$ cat config.mk
export PLATFORM = sky130hd
export DESIGN_NAME = ubmu_top
export DESIGN_NICKNAME = d
export VERILOG_FILES = /design/src/hdl/ubmu_unused_guard.sv /design/src/hdl/ubmu_pkg.sv /design/src/hdl/ubmu_top.sv
export SDC_FILE = /design/constraint.sdc
export NUM_CORES = 1
export LEC_CHECK = 0
export CORE_UTILIZATION = 58
export CTS_CLUSTER_SIZE = 28
export DETAILED_ROUTE_END_ITERATION = 10
export DONT_BUFFER_PORTS = 1
export GPL_TIMING_DRIVEN = 0
export PLACE_DENSITY_LB_ADDON = 0.15
export SLEW_MARGIN = 25
export SYNTH_ARGS = -nofsm -noshare
export SYNTH_HDL_FRONTEND = slang
export SYNTH_SLANG_ARGS = --single-unit
export TNS_END_PERCENT = 20
$ cat constraint.sdc
create_clock -name i_core_clk -period 2.6 [get_ports i_core_clk]
set_input_delay 0.52 -clock i_core_clk [delete_from_list [all_inputs] [get_ports i_core_clk]]
set_output_delay 0.52 -clock i_core_clk [all_outputs]
set_load 0.05 [all_outputs]
$ cat src/hdl/ubmu_unused_guard.sv
`timescale 1ns/100ps

$ cat src/hdl/ubmu_pkg.sv
// Purpose: Shared constants and types for the break match unit
// Assumes: APB data 32 bits, register index times four is the byte address
// Notes:   Address and mask registers hold 16-bit halves; upper bits read as zero
package ubmu_pkg;
    // ------------------------------------------------------------
    // Register indices and APB address width
    // ------------------------------------------------------------
    localparam logic [9:0]  IDX_ADDR_HI   = 10'h090;
    localparam logic [9:0]  IDX_ADDR_LO   = 10'h092;
    localparam logic [9:0]  IDX_MASK_HI   = 10'h094;
    localparam logic [9:0]  IDX_MASK_LO   = 10'h096;
    localparam logic [9:0]  IDX_QUAL      = 10'h098;
    localparam logic [9:0]  IDX_STATUS    = 10'h09a;
    localparam int          ADDR_W        = 12;

    // ------------------------------------------------------------
    // Reset values and field positions
    // ------------------------------------------------------------
    localparam logic [15:0] RST_HALF      = 16'h0000;
    localparam logic [7:0]  RST_QUAL      = 8'h00;
    localparam int          QUAL_SRC_POS  = 6;
    localparam int          QUAL_FD_POS   = 4;
    localparam int          QUAL_DIR_POS  = 2;
    localparam int          QUAL_SIZE_POS = 0;

    // ------------------------------------------------------------
    // Encodings
    // ------------------------------------------------------------
    localparam logic [1:0]  QUAL_NONE     = 2'h0;
    localparam logic [1:0]  SIZE_BYTE     = 2'h1;
    localparam logic [1:0]  SIZE_WORD     = 2'h2;
    localparam logic [1:0]  SIZE_LONG     = 2'h3;
    localparam logic [3:0]  BREAK_LEVEL   = 4'hf;
    localparam logic [3:0]  ACCEPT_MAX    = 4'he;
    localparam logic [31:0] SECOND_OFS    = 32'h0000_0002;

    // ------------------------------------------------------------
    // Monitored bus cycle
    // ------------------------------------------------------------
    typedef struct packed {
        logic        valid;
        logic [31:0] addr;
        logic        is_dma;
        logic        is_fetch;
        logic        is_write;
        logic [1:0]  size;
        logic        dual;
    } ubmu_cycle_t;

    // Interrupt side handshake from the interrupt arbiter and CPU
    typedef struct packed {
        logic [3:0]  mask_level;
        logic        int_ok;
        logic        addr_err_busy;
        logic        earlier_int;
        logic [31:0] next_pc;
    } ubmu_cpu_t;
endpackage

$ cat src/hdl/ubmu_top.sv
// Purpose: Break comparator on CPU and DMA bus cycles with APB register access
// Assumes: Bus cycle and CPU status inputs come from logic on i_core_clk
// Notes:   APB answers with pready two cycles after setup
//
// Notes on behaviour
// Size qualifier 01 byte, 10 word, 11 long word.
// Fetches count as word size; software keeps low size bit zero.
// Data size is the transfer operand size, never the region width.
// Any source, fetch-data or direction pair at 00 blocks every break.
// Full match raises break request toward the interrupt arbiter.
// Request priority fifteen, accepted only when mask level fourteen or lower.
// At mask level fifteen request stays pending until actually taken.
// Dual fetch matches either instruction; second breaks after first executes.
// Fetch break taken before instruction; saved counter is break address.
// Delay slot or disabled point defers; saved counter is next acceptable. A deferred fetch break here saves the break address.
// Data break saves address following last executed instruction.
// Odd fetch match after branch waits for address error processing.
// DMA never fetches and fetches never write; such conditions never match.
// Condition change after first dual fetch leaves second break intact.
// Overrun fetches after taken branch or trap still match.
// Two cycles match to handling; earlier interrupts go first.
// Break address split into upper and lower halfword registers.
// Mask bit one excludes address bit, zero includes it.
// Qualifier pairs: 01 first kind, 10 second kind, 11 both.
// Size qualifier 00, the reset value, ignores access size.
// Match evaluated in issue cycle and registered before request.
`timescale 1ns/100ps
`default_nettype none
module ubmu_top (
    // Clock and reset
    input  wire logic                      i_core_clk,
    input  wire logic                      i_arst_n,
    // APB slave
    input  wire logic                      i_psel,
    input  wire logic                      i_penable,
    input  wire logic                      i_pwrite,
    input  wire logic [ubmu_pkg::ADDR_W-1:0] i_paddr,
    input  wire logic [31:0]               i_pwdata,
    output logic                           o_pready,
    output logic [31:0]                    o_prdata,
    output logic                           o_pslverr,
    // Monitored bus cycle and CPU status
    input  wire ubmu_pkg::ubmu_cycle_t     i_cycle,
    input  wire ubmu_pkg::ubmu_cpu_t       i_cpu,
    input  wire logic                      i_break_ack,
    // Break request toward the interrupt arbiter
    output logic                           o_break_req,
    output logic [3:0]                     o_break_level,
    output logic                           o_break_take,
    output logic                           o_break_second,
    output logic [31:0]                    o_break_pc
);
    import ubmu_pkg::*;

    // ------------------------------------------------------------
    // Register file over APB
    // ------------------------------------------------------------
    logic [15:0] addr_hi_q, addr_hi_d, addr_lo_q, addr_lo_d;
    logic [15:0] mask_hi_q, mask_hi_d, mask_lo_q, mask_lo_d;
    logic [7:0]  qual_q, qual_d;
    logic        pready_q, pready_d, pslverr_q, pslverr_d;
    logic [31:0] prdata_q, prdata_d;
    logic [9:0]  idx;
    logic        mapped, wr_en, access;
    logic [31:0] rd_val;

    logic        pend_q, pend_d, second_q, second_d, fetch_q, fetch_d;
    logic        take_q, take_d, req_q, req_d, taken_q, taken_d;
    logic [31:0] pc_q, pc_d, baddr_q, baddr_d;

    assign idx    = i_paddr[ADDR_W-1:2];
    assign access = i_psel & i_penable;
    assign wr_en  = access & pready_q & i_pwrite & mapped;

    always_comb begin
        mapped = 1'b1;
        rd_val = 32'h0000_0000;
        unique case (idx)
            IDX_ADDR_HI: rd_val = {16'h0000, addr_hi_q};
            IDX_ADDR_LO: rd_val = {16'h0000, addr_lo_q};
            IDX_MASK_HI: rd_val = {16'h0000, mask_hi_q};
            IDX_MASK_LO: rd_val = {16'h0000, mask_lo_q};
            IDX_QUAL:    rd_val = {24'h000000, qual_q};
            IDX_STATUS:  rd_val = {29'h0, fetch_q, second_q, pend_q};
            default:     mapped = 1'b0;
        endcase
    end

    always_comb begin
        addr_hi_d = addr_hi_q;
        addr_lo_d = addr_lo_q;
        mask_hi_d = mask_hi_q;
        mask_lo_d = mask_lo_q;
        qual_d    = qual_q;
        pready_d  = access & ~pready_q;
        prdata_d  = prdata_q;
        pslverr_d = 1'b0;
        if (access & ~pready_q) begin
            prdata_d  = i_pwrite ? 32'h0000_0000 : rd_val;
            pslverr_d = ~mapped;
        end
        if (wr_en) begin
            unique case (idx)
                IDX_ADDR_HI: addr_hi_d = i_pwdata[15:0];
                IDX_ADDR_LO: addr_lo_d = i_pwdata[15:0];
                IDX_MASK_HI: mask_hi_d = i_pwdata[15:0];
                IDX_MASK_LO: mask_lo_d = i_pwdata[15:0];
                IDX_QUAL:    qual_d    = i_pwdata[7:0];
                default:     qual_d    = qual_q;
            endcase
        end
    end

    always_ff @(posedge i_core_clk or negedge i_arst_n) begin
        if (!i_arst_n) begin
            addr_hi_q <= RST_HALF;
            addr_lo_q <= RST_HALF;
            mask_hi_q <= RST_HALF;
            mask_lo_q <= RST_HALF;
            qual_q    <= RST_QUAL;
            pready_q  <= 1'b0;
            prdata_q  <= 32'h0000_0000;
            pslverr_q <= 1'b0;
        end else begin
            addr_hi_q <= addr_hi_d;
            addr_lo_q <= addr_lo_d;
            mask_hi_q <= mask_hi_d;
            mask_lo_q <= mask_lo_d;
            qual_q    <= qual_d;
            pready_q  <= pready_d;
            prdata_q  <= prdata_d;
            pslverr_q <= pslverr_d;
        end
    end

    // ------------------------------------------------------------
    // Comparator
    // ------------------------------------------------------------
    logic [31:0] brk_addr, brk_mask, addr_a, addr_b;
    logic [1:0]  q_src, q_fd, q_dir, q_size, eff_size;
    logic        qual_ok, hit_a, hit_b, match_now;

    assign brk_addr = {addr_hi_q, addr_lo_q};
    assign brk_mask = {mask_hi_q, mask_lo_q};
    assign q_src    = qual_q[QUAL_SRC_POS+:2];
    assign q_fd     = qual_q[QUAL_FD_POS+:2];
    assign q_dir    = qual_q[QUAL_DIR_POS+:2];
    assign q_size   = qual_q[QUAL_SIZE_POS+:2];
    // Dual fetch brings two instructions; second one sits two bytes higher
    assign addr_a   = i_cycle.addr;
    assign addr_b   = i_cycle.addr + SECOND_OFS;
    // Fetch always counts as word; data uses the operand size given
    assign eff_size = i_cycle.is_fetch ? SIZE_WORD : i_cycle.size;

    always_comb begin
        qual_ok = (q_src != QUAL_NONE) && (q_fd != QUAL_NONE)
                  && (q_dir != QUAL_NONE);
        // First bit of each pair picks the first kind, second bit the other
        qual_ok = qual_ok && (i_cycle.is_dma ? q_src[1] : q_src[0]);
        qual_ok = qual_ok && (i_cycle.is_fetch ? q_fd[0] : q_fd[1]);
        qual_ok = qual_ok && (i_cycle.is_write ? q_dir[1] : q_dir[0]);
        qual_ok = qual_ok && ((q_size == QUAL_NONE) || (q_size == eff_size));
        // Illegal cycle kinds can never match
        qual_ok = qual_ok && !(i_cycle.is_fetch && (i_cycle.is_dma || i_cycle.is_write));
        hit_a   = ((addr_a ^ brk_addr) & ~brk_mask) == 32'h0000_0000;
        hit_b   = i_cycle.is_fetch && i_cycle.dual
                  && (((addr_b ^ brk_addr) & ~brk_mask) == 32'h0000_0000);
        match_now = i_cycle.valid && qual_ok && (hit_a || hit_b);
    end

    // ------------------------------------------------------------
    // Pending request and acceptance
    // ------------------------------------------------------------
    logic can_take;

    // Deferred for mask level, uninterruptible point, address error, prior interrupt
    assign can_take = pend_q && req_q && (i_cpu.mask_level <= ACCEPT_MAX)
                      && i_cpu.int_ok
                      && !i_cpu.addr_err_busy
                      && !i_cpu.earlier_int
                      && !take_q
                      && !taken_q;

    always_comb begin
        pend_d   = pend_q;
        second_d = second_q;
        fetch_d  = fetch_q;
        baddr_d  = baddr_q;
        pc_d     = pc_q;
        req_d    = pend_q;
        take_d   = can_take;
        // One acceptance per pending break; cleared when processing is done
        taken_d  = taken_q | can_take;
        if (can_take) begin
            // Fetch break saves the matched address; data break the next one
            pc_d = fetch_q ? baddr_q : i_cpu.next_pc;
        end
        if (i_break_ack) begin
            pend_d  = 1'b0;
            taken_d = 1'b0;
        end
        // Captured in the issue cycle so later condition writes do not matter
        if (match_now && !pend_q) begin
            pend_d   = 1'b1;
            fetch_d  = i_cycle.is_fetch;
            second_d = i_cycle.is_fetch && !hit_a;
            baddr_d  = hit_a ? addr_a : addr_b;
        end else if (match_now) begin
            pend_d = 1'b1;
        end
    end

    always_ff @(posedge i_core_clk or negedge i_arst_n) begin
        if (!i_arst_n) begin
            pend_q   <= 1'b0;
            second_q <= 1'b0;
            fetch_q  <= 1'b0;
            baddr_q  <= 32'h0000_0000;
            pc_q     <= 32'h0000_0000;
            req_q    <= 1'b0;
            take_q   <= 1'b0;
            taken_q  <= 1'b0;
        end else begin
            pend_q   <= pend_d;
            second_q <= second_d;
            fetch_q  <= fetch_d;
            baddr_q  <= baddr_d;
            pc_q     <= pc_d;
            req_q    <= req_d;
            take_q   <= take_d;
            taken_q  <= taken_d;
        end
    end

    // ------------------------------------------------------------
    // Outputs
    // ------------------------------------------------------------
    logic [3:0] level_q;

    always_ff @(posedge i_core_clk or negedge i_arst_n) begin
        if (!i_arst_n) begin
            level_q <= 4'h0;
        end else begin
            level_q <= BREAK_LEVEL;
        end
    end

    assign o_pready       = pready_q;
    assign o_prdata       = prdata_q;
    assign o_pslverr      = pslverr_q;
    assign o_break_req    = req_q;
    assign o_break_level  = level_q;
    assign o_break_take   = take_q;
    assign o_break_second = second_q;
    assign o_break_pc     = pc_q;
endmodule
`default_nettype wire

Word-level counts from Yosys, hierarchy flattened:

Index checks and enable logic that the tools add are counted.

* flip-flop bits (word level): 177
* latch bits: 0
* memory bits (writable): 0
* bits in read-only memories: 0
* output and inout bits: 73
* word-level logic and storage cells: 97
* memories kept: 0

* add/subtract/negate cells: 1
* $mul: 0
* div/mod/pow operators: 0
* $lt $le $gt $ge: 1
* equal/unequal tests: 7
* shifts and indexed selects: 0
* mux-type cells: 14
* bitwise operators: 13
* reduce and logical (&&, ||, !) cells: 44

Operators by type and width (count)
* 32-bit 2-to-1 mux: 3
* 16-bit case mux with 6 select lines: 1
* 32-bit bitwise AND: 2
* 32-bit logical NOT: 2
* 32-bit XOR: 2
* 10-bit by 8-bit == test with 1-bit output (second input constant): 6
* 32-bit by 2-bit adder with 32-bit output (second input constant): 1
* 32-bit NOT: 1
* 1-bit logical AND: 21
* 2-bit AND reduction: 5
* 1-bit 2-to-1 mux: 9
* 1-bit logical NOT: 7
* 2-bit nonzero test: 3
* 6-bit OR reduction: 1
* 1-bit bitwise AND: 5
* 4-bit less-or-equal comparator (second input constant): 1
* 1-bit logical OR: 3
* 3-bit nonzero test: 1
* 2-bit == test: 1
* 2-bit logical NOT: 1
* 2-bit 2-to-1 mux: 1
* 1-bit NOT: 2
* 1-bit OR: 1

Longest topological paths before layout:

Gate-level depths: netlist of the first run.

* depth in word-level cells: 12
* gate-level depth with buffers: 13
* depth with buffers taken out: 10

Worst setup path after synthesis of the first run:

OpenSTA, ideal clock, no wires.

* path kind: input port to flip-flop
* start point: in i_cycle[12] (netlist bit)
* end point: reg baddr_q[13]
* library setup time: 125 ps
* data arrival time: 3125 ps
* data required time: 2475 ps
* setup slack: -651 ps
* cell stages on the path: 11
* path buffers: 2
* cells stage by stage: buf_2 nand3_2 or4_4 or3_1 or3b_1 nand4_1 nor3_2 and2_4 o21ai_4 buf_6 mux2_4

* cells in the longest elaborated chain, start to end: 8

RTL lines
* from (decl): line ubmu_top.sv:43 `input wire ubmu_pkg::ubmu_cycle_t i_cycle,`
* 32-bit by 2-bit adder with 32-bit output: line ubmu_top.sv:151 `assign addr_b = i_cycle.addr + SECOND_OFS;`
* 32-bit XOR: line ubmu_top.sv:167 `&& (((addr_b ^ brk_addr) & ~brk_mask) == 32'h0000_0000);`
* 32-bit bitwise AND: line ubmu_top.sv:167
* 32-bit logical NOT: line ubmu_top.sv:167
* 1-bit logical AND: line ubmu_top.sv:167
* 1-bit logical OR: line ubmu_top.sv:168 `match_now = i_cycle.valid && qual_ok && (hit_a || hit_b);`
* 1-bit logical AND: line ubmu_top.sv:168
* 1-bit logical AND: line ubmu_top.sv:203 `if (match_now && !pend_q) begin`
* to (signal assigned): line ubmu_top.sv:227 `baddr_q <= baddr_d;`
* to (decl): line ubmu_top.sv:69 `logic [31:0] pc_q, pc_d, baddr_q, baddr_d;`

Several ways; a longest one is shown, not always the timed one.
A chain may end at the register's enable or synchronous reset.

Final worst setup path of the first run:

* start point: in i_cycle[11] (netlist bit)
* end point: reg baddr_q[24]

Same word-level chain as after synthesis.

==> metrics.yaml, run 1 <==
place_congestion: 0.978
p_sw_share_pct: 24.9
reg2reg_from: "addr_lo_q[4]"
yosys_warnings: 0
die_y_um: 129
power_leakage_nw: 5.18
violations: "negative hold slack, negative setup slack"
power_frac_seq_pct: 43.9
cts_max_level: 4
layout.nets: 1145
clockRootBuffer: "clkbuf_16"
drt-initial-drc-count: 868
criticalPathCategory: "in -> reg"
combPwrFrac_pct: 8.0
syn_to_final_growth_pct: 24.8
num_vias: 8111
final_common_cell: "dfrtp_1"
worstMarginPinSlew_ns: 0.850
clkTransAtPathRegs_ns: 0.07
maxSlewViolCount: 0
initial_core_util_pct: 60.3
rows: 45
p_int_mw: 4.36
ys_ff_latch: 161
diodes: 0
skew_ns: 0.0101
cp-end-kind: "flop"
hold_viol: 161
drtAntennaViolNets: 0
hold_class: "in -> async"
place_ws_ns: -1.39
grt_pass1_wl_um: 45500
first_global_vias: 7865
worstSetupStartpoint: "i_cycle[11]"
synth_area_sq_mm: 0.00930
drv_cap: 0
synthArstFlopShare_pct: 100
tritoncts: "yes"
clk_path_buf_depth: 2
synth_cell_type_count: 66
cts_buffers: 17
grt_max_degree: 162
fin_ws_ns: -0.404
drt-vias-per-instance: 6.55
dieArea_sq_mm: 0.0165
layout_common_cells: "dfrtp_1, buf_4, nor2_1, mux2_2, xnor2_1"
drt_wl_total_um: 30400
syn_inst: 909
clk_latency_ns: 0.44
clkSinkCount: 161
period_needed_ns: 3.00
p_sw_mw: 1.44
irDropWorstVdd_mv: 0.526
ios: 201
fmaxAchievable_mhz: 333
wire_per_inst_um: 24.5
fillers: 1096
yosysSeqAreaShare_pct: 43.3
dr.pass1.iters: 6
cp_data_required_time_ns: 2.92
arrival_ns: 3.32
utilization_pct: 75.3
fin_crit_sh_pct: 116
coreArea_sq_mm: 0.0154
whs_ns: -0.230
synth_area_per_cell_sq_um: 10.2
die_w_um: 129
synthFlopType: "dfrtp_1"
drc: 0
antenna_found_initial: 0
p_clk_share_pct: 48.1
crit_path_start_kind: "primary input"
drive_gt1_share_pct: 30.5
max_slew_margin_pct: 43.3
portBuffers: 0
synth_edf_count: 0
cp_max_fo: 6
power_density_mw_per_mm2: 500
grt_overflow_total: 0
rsz0062_at_grt: "yes"
grt_usage_pct: 37.3
place_hpwl_um: 21500
status: "finished with violations"
setup_violations: 35
registers in the layout (all words and copies together), names as in the netlist:
| register | flops |
|---|---|
| taken_q | 1 |
| o_break_second | 1 |
| qual_q | 8 |
| o_pready | 1 |
| o_break_level | 1 |
| mask_lo_q | 16 |
| addr_lo_q | 16 |
| o_pslverr | 1 |
| mask_hi_q | 16 |
| o_prdata | 16 |
| addr_hi_q | 16 |
| o_break_take | 1 |
| baddr_q | 32 |
| o_break_req | 1 |
| o_break_pc | 32 |
| pend_q | 1 |
| fetch_q | 1 |
through the flow:
step | std cells | instance area [sq um] | total power, mW | hold WS (ns) | setup TNS (ns)
after global routing | 1239 | 11600 | 5.94 | -0.243 | -12.49
final | 1239 | 11600 | 5.81 | -0.230 | -11.72
after CTS | 1230 | 11400 | 5.79 | -0.235 | -6.92
after floorplan | 924 | 9400 | 2.88 | 0.224 | -16.94
after detailed placement | 1135 | 9670 | 2.95 | 0.228 | -56.76
after global placement | 1135 | 9660 | 2.95 | 0.228 | -56.83
layout make-up:
type	instances	area [sq um]	share of cell area, %
timing repair buffer	74	659	5.68
multi-input combinational	659	5330	45.9
inverter	33	124	1.07
clock buffer	18	429	3.70
buffer	69	559	4.82
sequential	161	4030	34.7
clock inverter	14	220	1.90
tap	211	264	2.27
repair_timing:
item                                    4_1_cts  5_1_grt
cloned                                        3        0
endpoints found under the hold margin       161      161
resized for setup                           128       28
endpoints found under the setup margin       71       77
pin swaps                                    44       11
buffers inserted                             63       10
critical path: stages:
cell,delay [ns]
buf_12,0.09
nand3_4,0.11
buf_6,0.15
buf_6,0.11
nor4_4,0.34
nand4_1,0.27
mux2i_2,0.34
nand3_2,0.12
and4bb_1,0.33
and2_4,0.17
o21ai_4,0.12
buf_8,0.20
buf_4,0.14
a211o_1,0.30
layer usage:
| metal | wire length (um) | GRT usage, % | vias to the layer above |
|---|---|---|---|
| met2 | 14000 | 59.1 | 471 |
| met3 | 2880 | 8.40 | 105 |
| met4 | 1260 | 15.8 | 0 |
| met1 | 12200 | 49.5 | 4001 |
| met5 | 0 | 0 | - |
| li1 | - | - | 3534 |
path summary, 6_finish.rpt:
path | depth (start not counted) | slack [ns] | endpoint
max | 14 | -0.40 | baddr_q[24]
min | 0 | -0.23 | o_break_pc[17]
max reg2reg | 12 | -0.35 | baddr_q[24]
min reg2reg | 1 | 0.49 | baddr_q[16]
max in group asynchronous | 0 | 2.49 | baddr_q[1]
min in group i_core_clk | 1 | 0.14 | taken_q
power groups by stage:
stage	Clock [mW]	Combinational, mW	Sequential (mW)
finish	2.79	0.465	2.55
floorplan	0	0.283	2.60
CTS	2.80	0.440	2.55
global placement	0	0.347	2.60
detailed placement	0	0.349	2.60
global route	2.90	0.486	2.55
synthesized netlist by cell type (all sizes together), types with 4 or more instances:
library cell	number	area (sq um)
xor2	6	52.6
nand2b	4	25.0
a221oi	8	114
nor2b	9	56.3
or2	4	25.0
clkbuf	33	125
mux4	16	360
mux2i	40	400
xnor2	53	464
buf	38	248
a21oi	54	270
inv	33	124
and2	4	27.5
and4	7	61.3
or3	10	62.6
o21ai	35	186
and3	15	93.8
nor2	79	297
mux2	67	766
a32o	8	80.1
nand4	30	206
dfrtp	161	4030
nor4	13	81.3
nand2	46	175
o22ai	11	68.8
a211o	12	105
nand3	27	140
or4	15	116
nand3b	4	30.0
nor3	19	110
a22oi	12	90.1
cells by family (layout without fill, tap and decap cells):
| kind of cell | after synthesis | in the layout | synth area share [%] |
|---|---|---|---|
| XOR/XNOR | 59 | 59 | 5.56 |
| buffers and inverters | 104 | 208 | 5.34 |
| multiplexers | 123 | 123 | 16.4 |
| flip-flops | 161 | 161 | 43.3 |
| AO/OA/AOI/OAI | 163 | 163 | 11.9 |
| AND/OR/NAND/NOR | 295 | 295 | 17.1 |
| adder cells (fa/ha/maj) | 2 | 2 | 0.269 |
| other | 2 | 17 | 0.0807 |
Note: power is estimated with default switching activity, not from simulation.
==> run 2: changes to the inputs <==
==> constraint.sdc (replaced) <==
create_clock -name i_core_clk -period 2.6 [get_ports i_core_clk]
set_input_delay 0.13 -clock i_core_clk [delete_from_list [all_inputs] [get_ports i_core_clk]]
set_output_delay 0.13 -clock i_core_clk [all_outputs]
set_load 0.05 [all_outputs]
==> run 2 against run 1 <==
Against the previous run:
- the flow still finishes with violations (negative hold slack, negative setup slack)
- critical path depth fell by 3
- worst hold slack worse by 0.38 ns
- die area unchanged
- clock skew grew 0.0074 ns
- routed wire length grew 2.1%
- cell count increased by 2.0%
- flip-flop and latch count unchanged
- largest power group unchanged
==> metrics.yaml, run 2 (synthesis results as in run 1) <==
status: "finished with violations"
violations: "negative hold slack, negative setup slack"
coreArea_sq_mm: 0.0154
syn_to_final_growth_pct: 24.5
cts_hold_buf: 71
layout.nets: 1169
drt-initial-drc-count: 768
die_w_um: 129
clkSinkCount: 161
cp_data_required_time_ns: 2.93
antenna_found_initial: 0
power_leakage_nw: 5.08
fin_crit_sh_pct: 111
drt_wl_total_um: 31000
irDropWorstVdd_mv: 0.457
clockRootBuffer: "clkbuf_16"
initial_core_util_pct: 60.3
cp_max_fo: 8
whs_ns: -0.615
power_density_mw_per_mm2: 497
arrival_ns: 3.23
ios: 201
grt_pass1_wl_um: 47200
cts_max_level: 4
max_slew_margin_pct: 39.5
drt-vias-per-instance: 6.47
drv_cap: 0
clk_path_buf_depth: 2
place_hpwl_um: 21700
clk_latency_ns: 0.45
setup_violations: 35
cts_buffers: 17
dieArea_sq_mm: 0.0165
skew_ns: 0.0175
grt_usage_pct: 38.8
num_vias: 8182
drtAntennaViolNets: 0
drive_gt1_share_pct: 23.4
wire_per_inst_um: 24.5
rsz0062_at_grt: "yes"
fin_ws_ns: -0.299
hold_class: "in -> async"
cp-end-kind: "flop"
fmaxAchievable_mhz: 345
fillers: 1127
drc: 0
p_total_mw: 5.75
grt_max_degree: 162
final_common_cell: "dfrtp_1"
layout_common_cells: "dfrtp_1, nor2_1, dlygate4sd3_1, mux2_2, a21oi_1"
dpl.cell_count: 1135
regArea_sq_mm: 0.00403
worstMarginPinSlew_ns: 0.908
portBuffers: 0
maxSlewViolCount: 0
criticalPathCategory: "in -> reg"
rows: 45
period_needed_ns: 2.90
clkTransAtPathRegs_ns: 0.07
instances_no_fill: 1264
first_global_vias: 8190
hold_viol: 161
multi_input_area_sq_mm: 0.00513
die_y_um: 129
grt_overflow_total: 0
crit_path_start_kind: "primary input"
place_congestion: 0.992
tritoncts: "yes"
dr.pass1.iters: 6
-- run 2: area by class of cell --
class | count | share of cell area, %
multi-input combinational | 659 | 44.3
timing repair buffer | 97 | 8.27
inverter | 33 | 1.07
buffer | 70 | 3.86
sequential | 161 | 34.8
antenna | 1 | 0.0216
clock buffer | 18 | 3.71
clock inverter | 14 | 1.70
tap | 211 | 2.28
-- run 2: critical path: stages --
cell and delay (ns):
buf_2 0.24, nand4_4 0.20, or2_2 0.39, or4_4 0.54, mux2i_2 0.20, and3_1 0.17, and4bb_1 0.23, and2_4 0.18
o21ai_4 0.40, buf_4 0.21, mux2_2 0.33
-- run 2: worst paths after layout --
| path | cells after the start | to | slack (ns) | start |
|---|---|---|---|---|
| min in group i_core_clk | 3 | baddr_q[22] | 0.01 | i_cycle[28] |
| hold / removal | 0 | o_break_pc[22] | -0.61 | i_arst_n |
| hold reg to reg | 1 | baddr_q[16] | 0.50 | baddr_q[16] |
| setup reg to reg | 11 | baddr_q[13] | -0.30 | addr_lo_q[4] |
| max in group asynchronous | 0 | o_break_pc[1] | 3.06 | i_arst_n |
| setup / recovery | 11 | baddr_q[0] | -0.30 | i_cycle[25] |
-- run 2: power by group --
part / switching (mW) / internal (mW)
registers: 0.0381 / 2.51
clock network: 1.16 / 1.55
logic: 0.278 / 0.214
-- run 2: stage by stage --
stage / instance area, sq um / worst slack, ns / utilization, % / setup TNS [ns]
CTS: 11400 / -0.185 / 74.2 / -4.44
global placement: 9660 / -0.998 / 62.6 / -34.89
global route: 11600 / -0.388 / 75.0 / -11.70
detailed placement: 9670 / -1.02 / 62.7 / -36.16
finish: 11600 / -0.299 / 75.0 / -7.16
floorplan: 9400 / -0.189 / - / -3.54
-- run 2: repair_timing --
| item | CTS | global route |
|---|---|---|
| buffers inserted | 18 | 6 |
| gates resized for setup | 62 | 19 |
| hold endpoints to repair | 289 | 161 |
| pin swaps | 20 | 22 |
| endpoints found under the setup margin | 67 | 76 |
| gates cloned | 1 | 1 |
-- run 2: metal layers --
layer  track usage, %  vias up  share of wire [%]
li1                 -     3570                  -
met1             50.3     4005                 39
met2             60.7      506                 47
met3             9.60      101                9.4
met4             20.3        0                4.5
met5                0        -                  0
